## src/link_event_pkg.sv

```systemverilog
// Operation
// - bit 7 reports last received message kind
// - bit 6 sets on transmit message begin
// - bit 5 sets on receive message begin
// - bit 4 sets on transmit message done
// - bit 3 sets on receive message done
// - bit 2 sets on frame check failure
// - bit 1 sets on seven ones received
// - bit 0 sets on 0x7e flag received
// - event bits stick until a status read or a clear register write clears them
// - enable bits gate events onto interrupt
package link_event_pkg;
  // byte address width: channel nibble, 12-bit index, two lane bits
  localparam int ADDR_W = 18;
  // register indexes within a channel; byte address is four times these
  localparam logic [11:0] STATUS_IDX = 12'hb16;
  localparam logic [11:0] ENABLE_IDX = 12'hb17;
  localparam logic [11:0] CLEAR_IDX = 12'hb18;
  // bit positions in the status register
  localparam int KIND_BIT = 7;
  localparam int TX_BEGIN_BIT = 6;
  localparam int RX_BEGIN_BIT = 5;
  localparam int TX_DONE_BIT = 4;
  localparam int RX_DONE_BIT = 3;
  localparam int CHECK_FAIL_BIT = 2;
  localparam int ABORT_BIT = 1;
  localparam int FLAG_BIT = 0;
  // number of sticky event bits
  localparam int EVT_W = 7;
  // values after reset
  localparam logic [6:0] EVENTS_RST = 7'h00;
  localparam logic [6:0] ENABLE_RST = 7'h00;
  localparam logic KIND_RST = 1'b0;
  localparam logic [2:0] ONES_RST = 3'h0;
  localparam logic [7:0] SHIFT_RST = 8'h00;
  // link patterns
  localparam logic [7:0] FLAG_OCTET = 8'h7e;
  localparam logic [2:0] ABORT_ONES = 3'h7;
  // bus handshake states
  typedef enum logic [1:0] {
    BUS_IDLE = 2'b01,
    BUS_ACK = 2'b10
  } bus_state_e;
endpackage : link_event_pkg

```

## src/hdlc2_link_event_status.sv

```systemverilog
// The implementer's own choice: the Avalon-MM register port.
`timescale 1ns/1ns
module hdlc2_link_event_status #(
  parameter logic [3:0] CHANNEL = 4'h0 // channel nibble of the register address
) (
  // clock and reset
  input wire logic clk_sys,
  input wire logic rst_b,
  // avalon-mm slave
  input wire logic [link_event_pkg::ADDR_W-1:0] avs_address,
  input wire logic avs_read,
  input wire logic avs_write,
  input wire logic [31:0] avs_writedata,
  input wire logic [3:0] avs_byteenable,
  output logic [31:0] avs_readdata,
  output logic avs_waitrequest,
  // message controller event pulses
  input wire logic tx_msg_begin,
  input wire logic rx_msg_begin,
  input wire logic tx_msg_done,
  input wire logic rx_msg_done,
  input wire logic frame_check_fail,
  input wire logic message_kind_flag,
  // received link bits
  input wire logic rx_link_bit,
  input wire logic rx_link_bit_valid,
  // interrupt
  output logic irq
);

  // register address compare, channel nibble included
  function automatic logic reg_hit(input logic [link_event_pkg::ADDR_W-1:0] addr,
                                   input logic [11:0] idx);
    reg_hit = (addr == {CHANNEL, idx, 2'b00});
  endfunction : reg_hit

  // bus state
  link_event_pkg::bus_state_e bus_state_reg;
  link_event_pkg::bus_state_e bus_state_next;
  logic waitrequest_reg; // registered wait flag
  logic waitrequest_next;
  logic [31:0] readdata_reg; // snapshot taken at request
  logic [31:0] readdata_next;
  logic rd_accept; // read completes at this edge
  logic wr_accept; // write completes at this edge

  // link pattern detectors
  logic [2:0] ones_cnt_reg; // run of ones, saturating
  logic [2:0] ones_cnt_next;
  logic [7:0] flag_shift_reg; // last eight link bits
  logic [7:0] flag_shift_next;
  logic abort_pulse; // seventh one of a run
  logic flag_pulse; // flag octet completed

  // status, enable and interrupt
  logic [6:0] events_reg; // sticky event bits
  logic [6:0] events_next;
  logic kind_reg; // kind of last received message
  logic kind_next;
  logic [6:0] enable_reg; // per-event interrupt enable
  logic [6:0] enable_next;
  logic irq_reg;
  logic irq_next;
  logic [6:0] ev_vec; // this cycle's events, status layout
  logic [6:0] clr_vec; // bits to clear this cycle

  // outputs straight from flops
  assign avs_readdata = readdata_reg;
  assign avs_waitrequest = waitrequest_reg;
  assign irq = irq_reg;

  // one wait cycle, then a one-cycle answer; keeps decode off the bus path
  always_comb
  begin
    bus_state_next = bus_state_reg;
    waitrequest_next = waitrequest_reg;
    readdata_next = readdata_reg;
    rd_accept = 1'b0;
    wr_accept = 1'b0;
    case (bus_state_reg)
      link_event_pkg::BUS_IDLE:
      begin
        // request seen: capture the read value now
        if (avs_read || avs_write)
        begin
          bus_state_next = link_event_pkg::BUS_ACK;
          waitrequest_next = 1'b0;
          if (!avs_read)
          begin
            readdata_next = 32'h00000000;
          end
          else if (reg_hit(avs_address, link_event_pkg::STATUS_IDX))
          begin
            readdata_next = {24'h000000, kind_reg, events_reg};
          end
          else if (reg_hit(avs_address, link_event_pkg::ENABLE_IDX))
          begin
            readdata_next = {25'h0000000, enable_reg};
          end
          else
          begin
            // clear register and unmapped addresses read zero
            readdata_next = 32'h00000000;
          end
        end
      end
      link_event_pkg::BUS_ACK:
      begin
        // master holds the request until this edge
        rd_accept = avs_read;
        wr_accept = avs_write;
        bus_state_next = link_event_pkg::BUS_IDLE;
        waitrequest_next = 1'b1;
      end
      default:
      begin
        bus_state_next = link_event_pkg::BUS_IDLE;
        waitrequest_next = 1'b1;
      end
    endcase
  end

  // bus registers
  always_ff @(posedge clk_sys or negedge rst_b)
  begin
    if (!rst_b)
    begin
      bus_state_reg <= link_event_pkg::BUS_IDLE;
      waitrequest_reg <= 1'b1;
      readdata_reg <= 32'h00000000;
    end
    else
    begin
      bus_state_reg <= bus_state_next;
      waitrequest_reg <= waitrequest_next;
      readdata_reg <= readdata_next;
    end
  end

  // abort and flag detection on the incoming link bits
  always_comb
  begin
    ones_cnt_next = ones_cnt_reg;
    flag_shift_next = flag_shift_reg;
    abort_pulse = 1'b0;
    flag_pulse = 1'b0;
    if (rx_link_bit_valid)
    begin
      // the flag octet is a palindrome, so shift direction does not matter
      flag_shift_next = {flag_shift_reg[6:0], rx_link_bit};
      flag_pulse = (flag_shift_next == link_event_pkg::FLAG_OCTET);
      if (rx_link_bit)
      begin
        // one pulse per run, however long the run lasts
        if (ones_cnt_reg != link_event_pkg::ABORT_ONES)
        begin
          ones_cnt_next = ones_cnt_reg + 3'h1;
        end
        abort_pulse = (ones_cnt_reg == (link_event_pkg::ABORT_ONES - 3'h1));
      end
      else
      begin
        ones_cnt_next = link_event_pkg::ONES_RST;
      end
    end
  end

  // detector registers
  always_ff @(posedge clk_sys or negedge rst_b)
  begin
    if (!rst_b)
    begin
      ones_cnt_reg <= link_event_pkg::ONES_RST;
      flag_shift_reg <= link_event_pkg::SHIFT_RST;
    end
    else
    begin
      ones_cnt_reg <= ones_cnt_next;
      flag_shift_reg <= flag_shift_next;
    end
  end

  // sticky events, kind latch, enable and interrupt
  always_comb
  begin
    ev_vec = {tx_msg_begin, rx_msg_begin, tx_msg_done, rx_msg_done,
              frame_check_fail, abort_pulse, flag_pulse};
    clr_vec = 7'h00;
    // clear only what the read returned, so late events survive
    if (rd_accept && reg_hit(avs_address, link_event_pkg::STATUS_IDX))
    begin
      clr_vec = readdata_reg[6:0];
    end
    else if (wr_accept && avs_byteenable[0] && reg_hit(avs_address, link_event_pkg::CLEAR_IDX))
    begin
      clr_vec = avs_writedata[6:0];
    end
    // set wins over clear
    events_next = (events_reg & ~clr_vec) | ev_vec;
    kind_next = rx_msg_done ? message_kind_flag : kind_reg;
    enable_next = enable_reg;
    if (wr_accept && avs_byteenable[0] && reg_hit(avs_address, link_event_pkg::ENABLE_IDX))
    begin
      enable_next = avs_writedata[6:0];
    end
    irq_next = |(events_reg & enable_reg);
  end

  // status registers
  always_ff @(posedge clk_sys or negedge rst_b)
  begin
    if (!rst_b)
    begin
      events_reg <= link_event_pkg::EVENTS_RST;
      kind_reg <= link_event_pkg::KIND_RST;
      enable_reg <= link_event_pkg::ENABLE_RST;
      irq_reg <= 1'b0;
    end
    else
    begin
      events_reg <= events_next;
      kind_reg <= kind_next;
      enable_reg <= enable_next;
      irq_reg <= irq_next;
    end
  end

  // checks
  logic status_rd_acc; // clearing read of the status register
  assign status_rd_acc = rd_accept && reg_hit(avs_address, link_event_pkg::STATUS_IDX);
endmodule : hdlc2_link_event_status

```

## config.mk

```make
export PLATFORM = sky130hd
export DESIGN_NAME = hdlc2_link_event_status
export DESIGN_NICKNAME = d
export VERILOG_FILES = /design/src/link_event_pkg.sv /design/src/hdlc2_link_event_status.sv
export SDC_FILE = /design/constraint.sdc
export NUM_CORES = 1
export LEC_CHECK = 0
export BUFFER_PORTS_ARGS = -buffer_cell sky130_fd_sc_hd__buf_4
export CORE_MARGIN = 2
export CORE_UTILIZATION = 35
export CTS_CLUSTER_DIAMETER = 120
export DETAILED_ROUTE_END_ITERATION = 16
export PLACE_DENSITY = 0.64
export SYNTH_ARGS = -nofsm -noshare
export SYNTH_HDL_FRONTEND = slang
export SYNTH_SLANG_ARGS = --single-unit
```

## constraint.sdc

```tcl
create_clock -name clk_sys -period 2.3 [get_ports clk_sys]
set_clock_uncertainty 0.2 [all_clocks]
set_input_delay 0.46 -clock clk_sys [delete_from_list [all_inputs] [get_ports clk_sys]]
set_output_delay 0.46 -clock clk_sys [all_outputs]
set_load 0.02 [all_outputs]
```

==> impl_results.md <==
- H-tree depth: 2
- Worst r2r path cells: 4
- Leakage: 1.13 nW
- Largest net degree at the start of global routing: 37
- Post-layout minimum cycle time: 2.02 ns
- Total wire length: 3770 um
- Final Cell Area: about 2400 sq um
- RR Endpoint: avs_readdata[2]
- Crit-path cells: buf_4 > or4b_4 > nor4b_2 > nand2_2 > mux2_2
- Avg Cell Area, Syn: 11.4 sq um
- Die area: 5990 sq um
- Cell count after synthesis: 165
- Synthesized flop and latch total: 36
- Initial antenna violation count: 0
- Top cells by area, synth: dfrtp_1, buf_4, mux2_2
- Worst path required time: 2.26 ns
- Hold Path Depth: 2
- # placed instances: 285
- Die H: roughly 77 um
- CP Max Fanout: 7
- Grt peak-use layer: met2
- Post-Layout Cell Count: 294
- Overall Global Routing Usage: 0.135
- Seq/Total Area, Yosys: 0.479
- Post-synthesis cell type count: 38
- Worst-margin pin slew: 0.637 ns
- Wirelength per Cell: 12.8 um
- Slew Viols, Final: 0
- Share of layout cells above drive strength 1: 0.411
- Most frequent cells after synthesis: dfrtp_1, buf_4, mux2_2
- Met1 Usage GRT: 0.188
- Total gr overflow: 0
- Total number of vias: approximately 1400
- Row count: 26
- Area delta synth->final: 25.8%
- Area leader, netlist: dfrtp_1
- Slowest cell on crit path: or4b_4
- R2R Setup Slk: 0.44 ns
- Fin nets: between 200 and 300
- Ys async rst share: 1.00
- Crit-path max cell delay: 0.56 ns
- Final setup viols: 0
- Status: completed
- Synth warn: 0
- Core area: 5140 sq um
- M2 GR Usage: 0.211
- PD cells: roughly 600 nW/um^2
- Clock latency on the worst-skew pair: 0.28 ns
- First-pass GRT wire length: 6380 um
- Top-area cell type share of the netlist area: 0.465
- Total power: 1.43 mW
- CP Class: input port to flop
- Cts bufs inserted: 5
- Post-synth EDFFs: 0
- Reg-to-Reg Start: bus_state_reg[0]
- Routed Antenna Nets: 0
- CTS max path bufs: 2
- Slew HR: 0.573
- Max FFs per register: 8
- Layout Utilization: 0.461
- Antenna Cells: 0
- Clock slew at reported path FFs: about 0.070 ns
- Die W: 77.4 um
- Routability cong.: 0.787
- Max_cap viols: 0
- Nature of the critical path endpoint: flop
- Worst hold endpoint: events_reg[5]
- Io pins: 100
- WP data arrival: 1.98 ns
- GR Layer Usage met3: 0.0337
- Worst Hold Class: input port to flop
- Post-DP Area: 2270 sq um
- Fin crit share: 0.876
- Via-per-instance ratio: between 4 and 5
- Maximum VDD drop: 0.265 mV
- HP Start: rx_msg_begin
- Max Freq: 496 MHz
- CTS Root Cell: clkbuf_8
- Vias in the first global route: 1386
- Top FF cell, synth: dfrtp_1
- Initial Util: 0.367
- Final number of hold-violating endpoints: 0
- Buffers on Ports: 47
- Drt first pass iters: 6
- Drt first-iter violations: 78
- Final setup TNS: 0 ns
- Clock sink count: 36
- DRC Markers: 0
- Startpoint types: input port
- Fillers: 511
- Count leader, synth: dfrtp_1
- CTS tree: done
- CTS resizes: 0
- RSZ-0062 raised after global routing: no
- Detailed placement HPWL: between 2000 and 3000 um
- Synth Cell Area: between 1500 and 2000 sq um
-- cells by family after synthesis --
logic type | Yosys count | share of synthesized area
AO/OA/AOI/OAI | 25 | 0.112
adder cells (fa/ha/maj) | 3 | 0.0199
buffers and inverters | 33 | 0.116
flip-flops | 36 | 0.479
multiplexers | 13 | 0.0777
other | 1 | 0.00199
AND/OR/NAND/NOR | 54 | 0.194
-- through the flow --
step           setup WS (ns)  hold slack [ns]
6_report               0.284            0.174
5_1_grt                0.257            0.168
4_1_cts                0.288            0.166
3_5_place_dp         -0.0137            0.246
3_3_place_gp         -0.0131            0.251
2_1_floorplan          0.165          -0.0356
-- per-layer routing --
metal / wire [um] / up-vias
li1: - / 677
met1: 1770 / 663
met2: 1820 / 41
met3: 162 / 4
met4: 25 / 0
met5: 0 / -
-- layout by cell type, fill, tap and decap left out, drive strengths merged, types with 3 or more instances in the layout --
cell     n
nand3    8
o21ai    5
mux2    13
a221o    7
nand4    7
a31o     7
clkbuf   8
buf     55
nand2   10
inv      5
dfrtp   35
nand4b   3
conb    24
ha       3
and2     7
nor2     5
-- power by group --
group	total (mW)	internal, mW	switching, mW
combinational	0.242	0.109	0.133
sequential	0.737	0.697	0.0405
clock	0.448	0.244	0.204
total	1.43	1.05	0.378
-- worst max-delay path by stage --
stage / from / endpoint / slack (ns) / cells past startpoint
2_1_floorplan: avs_address[15] / avs_readdata[0] / 0.17 / 5
3_3_place_gp: avs_address[15] / enable_reg[2] / -0.01 / 5
3_5_place_dp: avs_address[15] / enable_reg[1] / -0.01 / 5
4_1_cts: avs_address[15] / enable_reg[1] / 0.29 / 5
5_1_grt: avs_address[15] / enable_reg[5] / 0.26 / 5
6_report: avs_address[15] / enable_reg[2] / 0.28 / 5
-- repair_timing --
action | CTS | global route
buffers inserted | 0 | 0
hold buffers | 1 | 0
endpoints found under the hold margin | 35 | 0
-- cell type report --
type | count | area [sq um] | share of cell area
Sequential cell | 36 | 902 | 0.380
Multi-Input combinational cell | 119 | 850 | 0.358
Timing Repair Buffer | 56 | 423 | 0.178
Clock buffer | 8 | 90.1 | 0.0380
Tap cell | 70 | 87.6 | 0.0369
Inverter | 5 | 18.8 | 0.00792
-- critical path: cells and delay by family --
kind,cells,cell delay (ns)
buf+inv,1,0.11
simple gates,3,1.10
mux,1,0.31
Note: power is estimated with default switching activity, not from simulation.
